### src/rtl/acc_pkg.sv
// Constants for the converter conversion control block
package acc_pkg;
    // Register addresses on the plain register port
    localparam logic [2:0] ADDR_STATUS_CTRL = 3'h0;
    localparam logic [2:0] ADDR_RESULT_HIGH = 3'h1;
    localparam logic [2:0] ADDR_RESULT_LOW = 3'h2;
    localparam logic [2:0] ADDR_CLOCK_REG = 3'h3;
    localparam logic [2:0] ADDR_PORT_DATA = 3'h4;
    localparam logic [2:0] ADDR_PORT_DIR = 3'h5;
    // Status/control field positions
    localparam int POS_COMPLETE = 7;
    localparam int POS_IRQ_EN = 6;
    localparam int POS_CONTINUOUS = 5;
    // Clock register field positions
    localparam int POS_DIV_LSB = 5;
    localparam int POS_SRC_SEL = 4;
    localparam int POS_FMT_HI = 3;
    localparam int POS_FMT_LO = 2;
    // Reset values
    localparam logic [4:0] RST_CHANNEL = 5'h1f;
    localparam logic [7:0] RST_CLOCK_REG = 8'h04;
    // Channel codes
    localparam logic [4:0] CH_POWER_OFF = 5'h1f;
    localparam logic [4:0] CH_LAST_PIN = 5'h07;
    // Conversion timing in converter clock cycles, then the full-scale code
    localparam logic [4:0] CONV_CYCLES = 5'h10;
    localparam logic [4:0] CONV_CYCLES_SETTLE = 5'h11;
    localparam logic [10:0] FULL_SCALE = 11'h3ff;
    // Result formats
    typedef enum logic [1:0] {
        FMT_LEFT = 2'b00,
        FMT_RIGHT = 2'b01,
        FMT_SIGNED = 2'b10,
        FMT_TRUNC8 = 2'b11
    } acc_fmt_t;
    // Conversion control states
    typedef enum logic [1:0] {
        ST_IDLE = 2'b00,
        ST_CONVERT = 2'b01,
        ST_STORE = 2'b10
    } acc_state_t;
endpackage
### src/rtl/acc_conv_ctrl.sv
// Converter conversion control, result formatting and shared pin override
//
// Strobed register access and the register addresses are this design's own decisions.
`timescale 1ns/1ns
`default_nettype none
module acc_conv_ctrl
    import acc_pkg::*;
(
    input wire logic clock, // 50 MHz bus clock
    input wire logic rst_b, // Asynchronous reset, active low
    input wire logic [2:0] reg_addr, // Register address
    input wire logic [7:0] reg_wdata, // Write data
    input wire logic reg_wr, // Write strobe
    input wire logic reg_rd, // Read strobe
    output logic [7:0] reg_rdata, // Read data, one cycle after strobe
    input wire logic conv_clk_tick, // One-cycle pulse per converter clock
    input wire logic stop_mode, // High while the part is in stop mode
    input wire logic wait_mode, // High while the part is in wait mode
    input wire logic [9:0] core_result, // Analog core ten-bit output
    output logic [4:0] core_channel, // Channel routed to the analog core
    output logic core_enable, // Analog core powered
    output logic core_sample, // Sampling window of the core
    input wire logic [7:0] pin_in, // Shared pin input levels
    output logic [7:0] pin_out, // Shared pin output levels
    output logic [7:0] pin_oe, // Shared pin output enables
    output logic [7:0] analog_sel, // Pin switch to the core, one hot, zero when no pin chosen
    output logic [2:0] conv_clock_divider, // Converter clock divider
    output logic conv_clock_source_sel, // Converter clock source
    output logic conv_irq, // Interrupt request, level
    output logic wake_req // Wake request in wait mode
);

    logic [4:0] channel_select_field_q;
    logic conv_irq_enable_q;
    logic continuous_conv_bit_q;
    logic conv_complete_flag_q;
    logic conv_irq_q;
    logic [7:0] conv_clock_reg_q;
    logic [7:0] port_data_q;
    logic [7:0] port_dir_q;
    logic [7:0] result_high_reg_q;
    logic [7:0] result_low_reg_q;
    logic [7:0] low_frozen_q;
    logic interlock_q;
    acc_state_t state_q;
    logic [4:0] cyc_q;
    logic [4:0] target_q;
    logic settle_q;
    logic [7:0] rdata_q;
    acc_fmt_t fmt;
    logic wr_ctrl, rd_high, rd_low, powered, conv_done;

    // Decode a channel code into a one-hot pin mask, zero when no pin chosen
    function automatic logic [7:0] pin_mask(input logic [4:0] ch);
        logic [7:0] m;
        m = 8'h00;
        if (ch <= CH_LAST_PIN) begin
            m[ch[2:0]] = 1'b1;
        end
        return m;
    endfunction

    assign fmt = acc_fmt_t'(conv_clock_reg_q[POS_FMT_HI:POS_FMT_LO]);
    assign wr_ctrl = reg_wr && (reg_addr == ADDR_STATUS_CTRL);
    assign rd_high = reg_rd && (reg_addr == ADDR_RESULT_HIGH);
    assign rd_low = reg_rd && (reg_addr == ADDR_RESULT_LOW);
    assign powered = (channel_select_field_q != CH_POWER_OFF) && !stop_mode;
    assign conv_done = (state_q == ST_CONVERT) && conv_clk_tick && (cyc_q == target_q);

    // Status/control register; a write that does not select power-off also starts a conversion below, outside stop mode
    always_ff @(posedge clock or negedge rst_b) begin
        if (!rst_b) begin
            channel_select_field_q <= RST_CHANNEL;
            conv_irq_enable_q <= 1'b0;
            continuous_conv_bit_q <= 1'b0;
        end else if (wr_ctrl) begin
            channel_select_field_q <= reg_wdata[4:0];
            conv_irq_enable_q <= reg_wdata[POS_IRQ_EN];
            continuous_conv_bit_q <= reg_wdata[POS_CONTINUOUS];
        end
    end

    // Clock register, port data and port direction registers
    always_ff @(posedge clock or negedge rst_b) begin
        if (!rst_b) begin
            conv_clock_reg_q <= RST_CLOCK_REG;
            port_data_q <= 8'h00;
            port_dir_q <= 8'h00;
        end else if (reg_wr) begin
            if (reg_addr == ADDR_CLOCK_REG) begin
                conv_clock_reg_q <= {reg_wdata[7:2], 2'b00};
            end else if (reg_addr == ADDR_PORT_DATA) begin
                // Selected bit keeps its old value so the override leaves no trace
                port_data_q <= (reg_wdata & ~analog_sel) | (port_data_q & analog_sel);
            end else if (reg_addr == ADDR_PORT_DIR) begin
                port_dir_q <= (reg_wdata & ~analog_sel) | (port_dir_q & analog_sel);
            end
        end
    end

    // Conversion sequencer: counts converter clocks and captures the core
    always_ff @(posedge clock or negedge rst_b) begin
        if (!rst_b) begin
            state_q <= ST_IDLE;
            cyc_q <= 5'h00;
            target_q <= CONV_CYCLES;
            settle_q <= 1'b1;
        end else if (wr_ctrl && reg_wdata[4:0] != CH_POWER_OFF && !stop_mode) begin
            // Decoded from the written channel, so a write that powers the core up
            // from the off state still starts at once instead of being lost
            state_q <= ST_CONVERT;
            cyc_q <= 5'h01;
            target_q <= settle_q ? CONV_CYCLES_SETTLE : CONV_CYCLES;
            settle_q <= 1'b0;
        end else if (!powered || wr_ctrl) begin
            // Stop or power-off aborts; the next start pays a settling cycle
            state_q <= ST_IDLE;
            cyc_q <= 5'h00;
            settle_q <= 1'b1;
        end else begin
            case (state_q)
                ST_IDLE: begin
                    if (continuous_conv_bit_q) begin
                        state_q <= ST_CONVERT;
                        cyc_q <= 5'h01;
                        target_q <= settle_q ? CONV_CYCLES_SETTLE : CONV_CYCLES;
                        settle_q <= 1'b0;
                    end
                end
                ST_CONVERT: begin
                    if (conv_clk_tick) begin
                        if (cyc_q == target_q) begin
                            state_q <= ST_STORE;
                        end else begin
                            cyc_q <= cyc_q + 5'h01;
                        end
                    end
                end
                ST_STORE: begin
                    // Continuous restarts, single stops after one result
                    if (continuous_conv_bit_q) begin
                        state_q <= ST_CONVERT;
                        cyc_q <= 5'h01;
                        target_q <= CONV_CYCLES;
                    end else begin
                        state_q <= ST_IDLE;
                    end
                end
                default: state_q <= ST_IDLE;
            endcase
        end
    end

    // Result registers; interlock blocks stores after a high read
    always_ff @(posedge clock or negedge rst_b) begin
        if (!rst_b) begin
            result_high_reg_q <= 8'h00;
            result_low_reg_q <= 8'h00;
        end else if (conv_done && (!interlock_q || fmt == FMT_TRUNC8)) begin
            case (fmt)
                FMT_LEFT: begin
                    result_high_reg_q <= core_result[9:2];
                    result_low_reg_q <= {core_result[1:0], 6'h00};
                end
                FMT_RIGHT: begin
                    result_high_reg_q <= {6'h00, core_result[9:8]};
                    result_low_reg_q <= core_result[7:0];
                end
                FMT_SIGNED: begin
                    result_high_reg_q <= {~core_result[9], core_result[8:2]};
                    result_low_reg_q <= {core_result[1:0], 6'h00};
                end
                default: begin
                    result_high_reg_q <= 8'h00;
                    result_low_reg_q <= core_result[9:2];
                end
            endcase
        end
    end

    // High read latches low contents until low is read
    always_ff @(posedge clock or negedge rst_b) begin
        if (!rst_b) begin
            interlock_q <= 1'b0;
            low_frozen_q <= 8'h00;
        end else if (rd_high && fmt != FMT_TRUNC8) begin
            interlock_q <= 1'b1;
            low_frozen_q <= result_low_reg_q;
        end else if (rd_low || fmt == FMT_TRUNC8) begin
            interlock_q <= 1'b0;
        end
    end

    // Complete flag and interrupt; set wins over a same-cycle clear
    always_ff @(posedge clock or negedge rst_b) begin
        if (!rst_b) begin
            conv_complete_flag_q <= 1'b0;
            conv_irq_q <= 1'b0;
        end else begin
            if (conv_done && !conv_irq_enable_q) begin
                conv_complete_flag_q <= 1'b1;
            end else if (rd_high || rd_low || conv_irq_enable_q) begin
                conv_complete_flag_q <= 1'b0;
            end
            if (conv_done && conv_irq_enable_q) begin
                conv_irq_q <= 1'b1;
            end else if (rd_high || rd_low || wr_ctrl) begin
                conv_irq_q <= 1'b0;
            end
        end
    end

    // Read data register, answer in the cycle after the strobe
    always_ff @(posedge clock or negedge rst_b) begin
        if (!rst_b) begin
            rdata_q <= 8'h00;
        end else if (reg_rd) begin
            if (reg_addr == ADDR_STATUS_CTRL) begin
                rdata_q <= {conv_complete_flag_q, conv_irq_enable_q,
                            continuous_conv_bit_q, channel_select_field_q};
            end else if (reg_addr == ADDR_RESULT_HIGH) begin
                rdata_q <= result_high_reg_q;
            end else if (reg_addr == ADDR_RESULT_LOW) begin
                rdata_q <= interlock_q ? low_frozen_q : result_low_reg_q;
            end else if (reg_addr == ADDR_CLOCK_REG) begin
                rdata_q <= conv_clock_reg_q;
            end else if (reg_addr == ADDR_PORT_DATA) begin
                rdata_q <= ((port_dir_q & port_data_q) | (~port_dir_q & pin_in))
                           & ~analog_sel;
            end else if (reg_addr == ADDR_PORT_DIR) begin
                rdata_q <= port_dir_q;
            end else begin
                rdata_q <= 8'h00;
            end
        end else begin
            rdata_q <= 8'h00;
        end
    end

    // Pin override: selected pin is an input, others follow the port
    assign analog_sel = pin_mask(channel_select_field_q);
    assign pin_out = port_data_q;
    assign pin_oe = port_dir_q & ~analog_sel;
    assign core_channel = channel_select_field_q;
    assign core_enable = powered;
    assign core_sample = (state_q == ST_CONVERT);
    assign conv_clock_divider = conv_clock_reg_q[7:POS_DIV_LSB];
    assign conv_clock_source_sel = conv_clock_reg_q[POS_SRC_SEL];
    assign conv_irq = conv_irq_q;
    assign wake_req = conv_irq_q && wait_mode;
    assign reg_rdata = rdata_q;

    // Checks
    chk_sel_not_driven: assert property (@(posedge clock) disable iff (!rst_b)
        (pin_oe & analog_sel) == 8'h00) else $error("selected pin driven");
    chk_other_pins_port: assert property (@(posedge clock) disable iff (!rst_b)
        (pin_oe | analog_sel) == (port_dir_q | analog_sel)) else $error("port lost pin");
    chk_port_write_kept: assert property (@(posedge clock) disable iff (!rst_b)
        reg_wr && reg_addr == ADDR_PORT_DATA && !wr_ctrl |=> ((port_data_q & analog_sel)
        == ($past(port_data_q) & analog_sel))) else $error("selected bit written");
    chk_port_read_zero: assert property (@(posedge clock) disable iff (!rst_b)
        reg_rd && reg_addr == ADDR_PORT_DATA |=> (reg_rdata & $past(analog_sel)) == 8'h00)
        else $error("selected pin read nonzero");
    chk_write_starts: assert property (@(posedge clock) disable iff (!rst_b)
        wr_ctrl && reg_wdata[4:0] != CH_POWER_OFF && !stop_mode
        |=> state_q == ST_CONVERT && cyc_q == 5'h01)
        else $error("write did not start");
    chk_conv_bounded: assert property (@(posedge clock) disable iff (!rst_b)
        cyc_q <= CONV_CYCLES_SETTLE) else $error("conversion too long");
    chk_flag_set: assert property (@(posedge clock) disable iff (!rst_b)
        conv_done && !conv_irq_enable_q |=> conv_complete_flag_q)
        else $error("flag not set");
    chk_flag_zero_irq: assert property (@(posedge clock) disable iff (!rst_b)
        conv_irq_enable_q |=> !conv_complete_flag_q) else $error("flag with irq");
    chk_irq_clears: assert property (@(posedge clock) disable iff (!rst_b)
        wr_ctrl && !conv_done |=> !conv_irq) else $error("irq not cleared");
    chk_single_stops: assert property (@(posedge clock) disable iff (!rst_b)
        state_q == ST_STORE && !continuous_conv_bit_q && !wr_ctrl && powered
        |=> state_q == ST_IDLE) else $error("single did not stop");
    chk_interlock_hold: assert property (@(posedge clock) disable iff (!rst_b)
        interlock_q && fmt != FMT_TRUNC8 && !rd_low |=> $stable(low_frozen_q))
        else $error("frozen low changed");
    chk_stop_abort: assert property (@(posedge clock) disable iff (!rst_b)
        stop_mode |=> state_q == ST_IDLE) else $error("stop did not abort");

    // Result layout checks by format, all but truncation skipped while the interlock holds, then the interlock block check
    chk_trunc_high_zero: assert property (@(posedge clock) disable iff (!rst_b)
        conv_done && fmt == FMT_TRUNC8 |=> result_high_reg_q == 8'h00)
        else $error("truncation high not zero");
    chk_right_high_top: assert property (@(posedge clock) disable iff (!rst_b)
        conv_done && fmt == FMT_RIGHT && !interlock_q |=> result_high_reg_q[7:2] == 6'h00)
        else $error("right high upper bits set");
    chk_left_low_bits: assert property (@(posedge clock) disable iff (!rst_b)
        conv_done && (fmt == FMT_LEFT || fmt == FMT_SIGNED) && !interlock_q
        |=> result_low_reg_q[5:0] == 6'h00) else $error("left low lower bits set");
    chk_signed_top: assert property (@(posedge clock) disable iff (!rst_b)
        conv_done && fmt == FMT_SIGNED && !interlock_q
        |=> result_high_reg_q[7] == !$past(core_result[9])) else $error("sign not inverted");
    chk_interlock_blocks: assert property (@(posedge clock) disable iff (!rst_b)
        conv_done && interlock_q && fmt != FMT_TRUNC8 |=> $stable(result_high_reg_q))
        else $error("result stored while locked");

    // Sequencing checks
    chk_continuous_restart: assert property (@(posedge clock) disable iff (!rst_b)
        state_q == ST_STORE && continuous_conv_bit_q && powered && !wr_ctrl
        |=> state_q == ST_CONVERT) else $error("continuous did not restart");
    chk_done_window: assert property (@(posedge clock) disable iff (!rst_b)
        conv_done |-> cyc_q >= CONV_CYCLES) else $error("conversion ended early");
    chk_plain_target: assert property (@(posedge clock) disable iff (!rst_b)
        state_q == ST_STORE && continuous_conv_bit_q && powered && !wr_ctrl
        |=> target_q == CONV_CYCLES) else $error("restart target wrong");
    chk_store_once: assert property (@(posedge clock) disable iff (!rst_b)
        state_q == ST_STORE |=> state_q != ST_STORE) else $error("store repeated");

    // Flag, interrupt, power and pin select checks
    chk_irq_set: assert property (@(posedge clock) disable iff (!rst_b)
        conv_done && conv_irq_enable_q |=> conv_irq) else $error("irq not raised");
    chk_flag_clear_read: assert property (@(posedge clock) disable iff (!rst_b)
        (rd_high || rd_low) && !conv_done |=> !conv_complete_flag_q)
        else $error("flag not cleared by read");
    chk_wake_follows: assert property (@(posedge clock) disable iff (!rst_b)
        wait_mode && conv_irq |-> wake_req) else $error("no wake in wait");
    chk_power_off: assert property (@(posedge clock) disable iff (!rst_b)
        core_channel == CH_POWER_OFF |-> !core_enable) else $error("core powered when off");
    chk_sel_one_hot: assert property (@(posedge clock) disable iff (!rst_b)
        core_channel <= CH_LAST_PIN |-> $onehot(analog_sel)) else $error("select not one hot");
    // Stop exit with continuous on should resume on its own
    cov_stop_resume: cover property (@(posedge clock) disable iff (!rst_b)
        $fell(stop_mode) && continuous_conv_bit_q);
    cov_single: cover property (@(posedge clock) disable iff (!rst_b)
        conv_done && !continuous_conv_bit_q);
    cov_continuous: cover property (@(posedge clock) disable iff (!rst_b)
        conv_done && continuous_conv_bit_q);
    cov_interlock_block: cover property (@(posedge clock) disable iff (!rst_b)
        conv_done && interlock_q);
    cov_irq: cover property (@(posedge clock) disable iff (!rst_b) $rose(conv_irq));

endmodule
`default_nettype wire

### config.mk
export PLATFORM = sky130hd
export DESIGN_NAME = acc_conv_ctrl
export DESIGN_NICKNAME = d
export VERILOG_FILES = /design/src/rtl/acc_pkg.sv /design/src/rtl/acc_conv_ctrl.sv
export SDC_FILE = /design/constraint.sdc
export NUM_CORES = 1
export LEC_CHECK = 0
export BUFFER_PORTS_ARGS = -buffer_cell sky130_fd_sc_hd__buf_4
export CORE_ASPECT_RATIO = 1.5
export CORE_MARGIN = 2
export CORE_UTILIZATION = 45
export CTS_BUF_LIST = sky130_fd_sc_hd__clkbuf_8
export DETAILED_ROUTE_END_ITERATION = 7
export PLACE_DENSITY = 0.77
export SYNTH_ARGS = -nofsm -noshare
export SYNTH_HDL_FRONTEND = slang
export SYNTH_SLANG_ARGS = --single-unit
export TNS_END_PERCENT = 20
### constraint.sdc
create_clock -name clock -period 1.9 [get_ports clock]
set_input_delay 0.38 -clock clock [delete_from_list [all_inputs] [get_ports clock]]
set_output_delay 0.38 -clock clock [all_outputs]
set_load 0.05 [all_outputs]
== Word-level counts from Yosys, hierarchy flattened ==
Index checks and enable logic that the tools add are counted.

* Bits in registers: 77
* Bits in latches: 0
* Memory bits (writable): 0
* Bits in read-only memories: 0
* Bits of input ports: 36
* Output and inout bits: 45
* Word-level logic and storage cells: 143
* Memories kept: 0

* Add/sub/neg operators: 1
* $mul: 0
* Divide/modulo/power cells: 0
* $lt $le $gt $ge: 3
* Eq/ne operators: 22
* Shift operators: 0
* Mux-type cells: 42
* Bitwise gates (word level): 15
* Reductions and logical operators: 43

{| class="wikitable"
|+ Operators with widths
! operator !! number
|-
| 2-to-1 mux 8 bit || 9
|-
| bitwise AND 8 bit || 7
|-
| 2-to-1 mux 5 bit || 9
|-
| bitwise OR 8 bit || 3
|-
| case mux 8 bit (3 select lines) || 1
|-
| case mux 5 bit (2 select lines) || 2
|-
| NOT 8 bit || 2
|-
| case mux 8 bit (2 select lines) || 1
|-
| logical AND 1 bit || 14
|-
| 2-to-1 mux 1 bit || 13
|-
| AND reduction 4 bit || 3
|-
| 2-to-1 mux 2 bit || 5
|-
| != test 5 bit, second input constant || 2
|-
| nonzero test 3 bit || 3
|-
| != test 4 x 1 -> 1 bit, second input constant || 2
|-
| != test 4 x 2 -> 1 bit, second input constant || 2
|-
| == test 2 bit, second input constant || 3
|-
| == test 3 x 2 -> 1 bit, second input constant || 2
|-
| == test 3 bit, second input constant || 2
|-
| logical OR 1 bit || 6
|-
| != test 3 bit, second input constant || 2
|-
| case mux 2 bit (3 select lines) || 1
|-
| AND reduction 3 bit || 2
|-
| nonzero test 2 bit || 3
|-
| other kinds (17) || 27
|}

== Longest topological paths before layout ==
* Word-level depth: 13
* Depth in mapped cells: 7
* Mapped depth without buffers: 5

== Least setup slack after synthesis ==
Ideal clock, no wire load.

* Kind: register to output
* Start: reg channel_select_field_q[1], in the netlist core_channel[1]
* End: out pin_oe[2]
* Arrival: 3.274 ns
* Data required time: 1.520 ns
* Setup slack: -1.754 ns
* Stages on the path, launching flop included: 4
* Buffers on the path: 0
* Cell sequence: dfstp_2 -> nand2b_1 -> nor4_1 -> nor2b_1

* Word-level cells in the longest chain between the ends: 7
* Elaborated cells on any way between the ends: 9
* Classes of those cells: 3 x order compare; 3 x mux; 2 x bitwise; 1 x reduce/logical

{| class="wikitable"
|+ RTL lines
! element !! RTL line !! source
|-
| start, declared || acc_conv_ctrl.sv:33 || <nowiki>logic [4:0] channel_select_field_q;</nowiki>
|-
| start signal, assigned || acc_conv_ctrl.sv:77 || <nowiki>channel_select_field_q <= reg_wdata[4:0];</nowiki>
|-
| less-than comparator 3 x 4 -> 1 bit (not written as such) / greater-or-equal comparator 3 x 1 -> 1 bit (equally long branches) || acc_conv_ctrl.sv:58 || <nowiki>m[ch[2:0]] = 1'b1;</nowiki>
|-
| logical AND 1 bit (not written as such) || acc_conv_ctrl.sv:58 ||
|-
| 2-to-1 mux 1 bit (not written as such) || acc_conv_ctrl.sv:58 ||
|-
| demux 1 bit (select 3 bit) || acc_conv_ctrl.sv:58 ||
|-
| 2-to-1 mux 8 bit (*) || acc_conv_ctrl.sv:57 || <nowiki>if (ch <= CH_LAST_PIN) begin</nowiki>
|-
| named net analog_sel[2] || acc_conv_ctrl.sv:26 || <nowiki>output logic [7:0] analog_sel,</nowiki>
|-
| NOT 8 bit (*) || acc_conv_ctrl.sv:243 || <nowiki>assign pin_oe = port_dir_q & ~analog_sel;</nowiki>
|-
| bitwise AND 8 bit (*) || acc_conv_ctrl.sv:243 ||
|-
| end, declared || acc_conv_ctrl.sv:25 || <nowiki>output logic [7:0] pin_oe,</nowiki>
|}

Mark *: on every way through the listed nets, which the timed path passes. The rest lies on a longest branch.

== Final worst setup path ==
* Start: reg channel_select_field_q[1], in the netlist core_channel[1]
* End: out pin_oe[3]

* Word-level cells in the longest chain between the ends: 7
* Elaborated cells on any way between the ends: 9
* Classes of those cells: 3 x order compare; 3 x mux; 2 x bitwise; 1 x reduce/logical

{| class="wikitable"
|+ RTL lines
! element !! RTL line
|-
| less-than comparator 3 x 4 -> 1 bit (not written as such) / greater-or-equal comparator 3 x 1 -> 1 bit (equally long branches) || acc_conv_ctrl.sv:58
|-
| logical AND 1 bit (not written as such) || acc_conv_ctrl.sv:58
|-
| 2-to-1 mux 1 bit (not written as such) || acc_conv_ctrl.sv:58
|-
| demux 1 bit (select 3 bit) || acc_conv_ctrl.sv:58
|-
| 2-to-1 mux 8 bit (*) || acc_conv_ctrl.sv:57
|-
| NOT 8 bit (*) || acc_conv_ctrl.sv:243
|-
| bitwise AND 8 bit (*) || acc_conv_ctrl.sv:243
|}

Every way passes the cells marked *; elsewhere a longest branch is shown, timed or not.

==> impl_metrics.ini <==
[logic_synthesis]
yosys_warnings = 0
synth_nets = 432
synth_edf_count = 0
synth_flop_cell = dfrtp_1
synth.avg_cell_area_um2 = 10.0
ys_types = 49
ys_seq_area_share_pct = 46.3
ys_ff_latch = 73
syn-cell-area_um2 = 3970
yosys.area.top_type = dfrtp_1
postSynthCellCount = 395
yosys-top-cells-area = dfrtp_1 (42%), mux2_2 (14%), dfstp_2 (4.6%), nand2_1 (4.4%), mux2i_1 (4.3%)
synth_async_sr_flop_share_pct = 100
synth_top_area_share_pct = 41.7

[global_route]
grt_start_max_net_pins = 47
antenna_found_initial = 0
grt_overflow_total = 0
grt_use_total_pct = 24.4
grt_pass1_wl_um = 18000
grt_pass1_vias = 3680

[timing]
setup_violations = 17
fin_crit_sh_pct = 118
max_slew_margin_pct = 73.3
rsz0062_at_grt = true
final_max_slew_viol_count = 0
tightest_slew_ns = 0.401
min_period_ns = 2.24
fmax_mhz = 447
worst_slack_ns = -0.336
hold_viol_final = 0
clock_skew_ns = 0.00833

[routing]
drc = 0
routed_via_density = 5.67
detail_route.wl_per_cell_um = 18.0
dr_total_vias = 3520
drt-total-wl_um = 11200
drt-pass1-iter-count = 4
drt_iter0_drc = 200
ant_nets = 0

[die]
dieArea_um2 = 9590
die_y_um = 119
start_util_pct = 45.7
io_pins = 81
rows = 42
die_w_um = 80.6
core_area_um2 = 8670

[pwr]
swShare_pct = 38.3
combPwrFrac_pct = 40.2
p_int_uw = 3320
power_switching_uw = 2070
cellPowerDensity_nw_per_um2 = 997
leakage_uw = 0.00249
worst_ir_drop_vdd_mv = 0.527
p_seq_share_pct = 37.3
clock_power_share_pct = 22.5

[setup_path]
cp.arrival_ns = 1.86
critPathRequiredTime_ns = 1.52
critPathKind = reg -> out
start_kind = register
cp_max_fo = 3
endpoint_kind = output port
reg2reg_depth = 6
slowest_delay_ns = 0.64
crit_chain = nand2_2 > or4_4 > and2_4 > buf_8
critPathSlowestCell = dfstp_4

[hold_path]
hold_path.class = in -> reg
holdPathStages = 2

[placed_design]
dpl.hpwl_um = 8280
dpl_cell_area_um2 = 4990
place.gp.congestion = 0.799
port_buffers = 80

[clocking]
htree_levels = 3
cts_buffer_depth = 2
cts-root-buf = clkbuf_8
cts_buffers = 9
path_clk_slew_ns = 0.08
clk_latency_ns = 0.36
cts_tree = done
cts_num_sinks = 73

[layout]
n_antenna_cell = 0
final.fill_count = 713
multi_input_area_um2 = 2150
fin_util_pct = 62.3
fin_area_um2 = 5400
final_net_count = 543
syn_to_final_growth_pct = 36.3
drive_gt1_share_pct = 43.4
final-seq-area_um2 = 1850

[run_status]
status = finished with violations
violations = negative setup slack

[flow_run]
maxCapViolations = 0
-- worst paths after layout --
path	start	end	slack, ns
min in group asynchronous	rst_b	cyc_q[3]	0.49
max reg2reg	core_channel[1]	register	0.07
max in group asynchronous	rst_b	conv_clock_reg_q[2]	0.79
max	core_channel[1]	pin_oe[3]	-0.34
min	reg_wdata[6]	conv_irq_enable_q	0.29
min reg2reg	conv_irq_enable_q	conv_complete_flag_q	0.49
-- power by group through the flow --
stage,clock (uW),combinational (uW),sequential (uW)
finish,1210,2170,2010
global route,1300,2290,2030
CTS,1250,2130,2000
detailed placement,0,2000,2020
global placement,0,1950,2000
floorplan,0,1070,2280
-- synth_stat cells, drive strengths merged (2+ instances only) --
cell type,number
a21oi,13
a31oi,5
nor2,37
o211ai,3
clkbuf,16
buf,6
or4,2
o21ai,30
a211oi,7
nand2b,9
o31ai,2
nand2,47
a21boi,2
nor3b,4
a21o,4
mux2,51
nor2b,14
nor4,3
nand4,2
dfstp,7
xnor2,2
nor4b,2
inv,4
and2,3
o22a,3
nand3,12
o22ai,5
mux2i,17
dfrtp,66
o221ai,2
-- worst max-delay path: cells and delay by family, from the launching register on --
family / cells / cell delay, ns
DFF: 1 / 0.64
and+or+nand+nor: 3 / 0.72
buffers and inverters: 1 / 0.14
-- cell families after synthesis --
logic type                 synth area share (%)
xor gates and xnor gates                  0.663
AOI/OAI and AO/OA                          14.0
adders and majority gates                 0.316
and+or+nand+nor                            16.7
DFF                                        46.3
buffers and inverters                      3.22
muxes                                      18.8
-- metrics by stage --
stage	total power, uW	TNS [ns]	worst slack, ns	cells	hold WS [ns]
2_1_floorplan	3350	-4.33	-0.268	395	0.0844
3_3_place_gp	3960	-0.236	-0.0520	596	0.328
3_5_place_dp	4020	-0.441	-0.0524	596	0.328
4_1_cts	5370	-3.35	-0.320	618	0.274
5_1_grt	5620	-4.40	-0.374	621	0.271
6_report	5390	-3.43	-0.336	621	0.285
-- layer usage --
metal	global-route usage (%)	vias to the layer above	part of all wire, %
li1	-	1633	-
met1	27.6	1722	38
met2	42.2	123	53
met3	5.00	42	4.6
met4	13.0	0	4.3
met5	0	-	0
-- repair_timing --
| action | CTS | global route |
|---|---|---|
| hold buffers | 1 | 0 |
| pin swaps | 5 | 6 |
| setup endpoints to repair | 24 | 29 |
| setup buffers | 5 | 3 |
| gates cloned | 0 | 0 |
| hold endpoints to repair | 21 | 0 |
| resized for setup | 32 | 6 |
-- cells in the final DEF (no fill, tap or decap), types with 7 or more instances in the layout --
master,instances
buf_4,98
dfrtp_1,66
mux2_2,51
nand2_1,45
nor2_1,34
o21ai_0,29
mux2i_1,17
buf_6,14
a21oi_1,12
nand3_1,12
clkbuf_8,10
nand2b_1,8
a211oi_1,7
buf_8,7
-- area by class of cell --
type,instances,share of cell area [%]
clock buffers,10,2.55
clock inverters,6,1.11
flip-flops and latches,73,34.2
multi-input cells,295,39.8
well taps,110,2.55
repair buffers,122,19.4
inverters,5,0.417
Note: power is estimated with default switching activity, not from simulation.
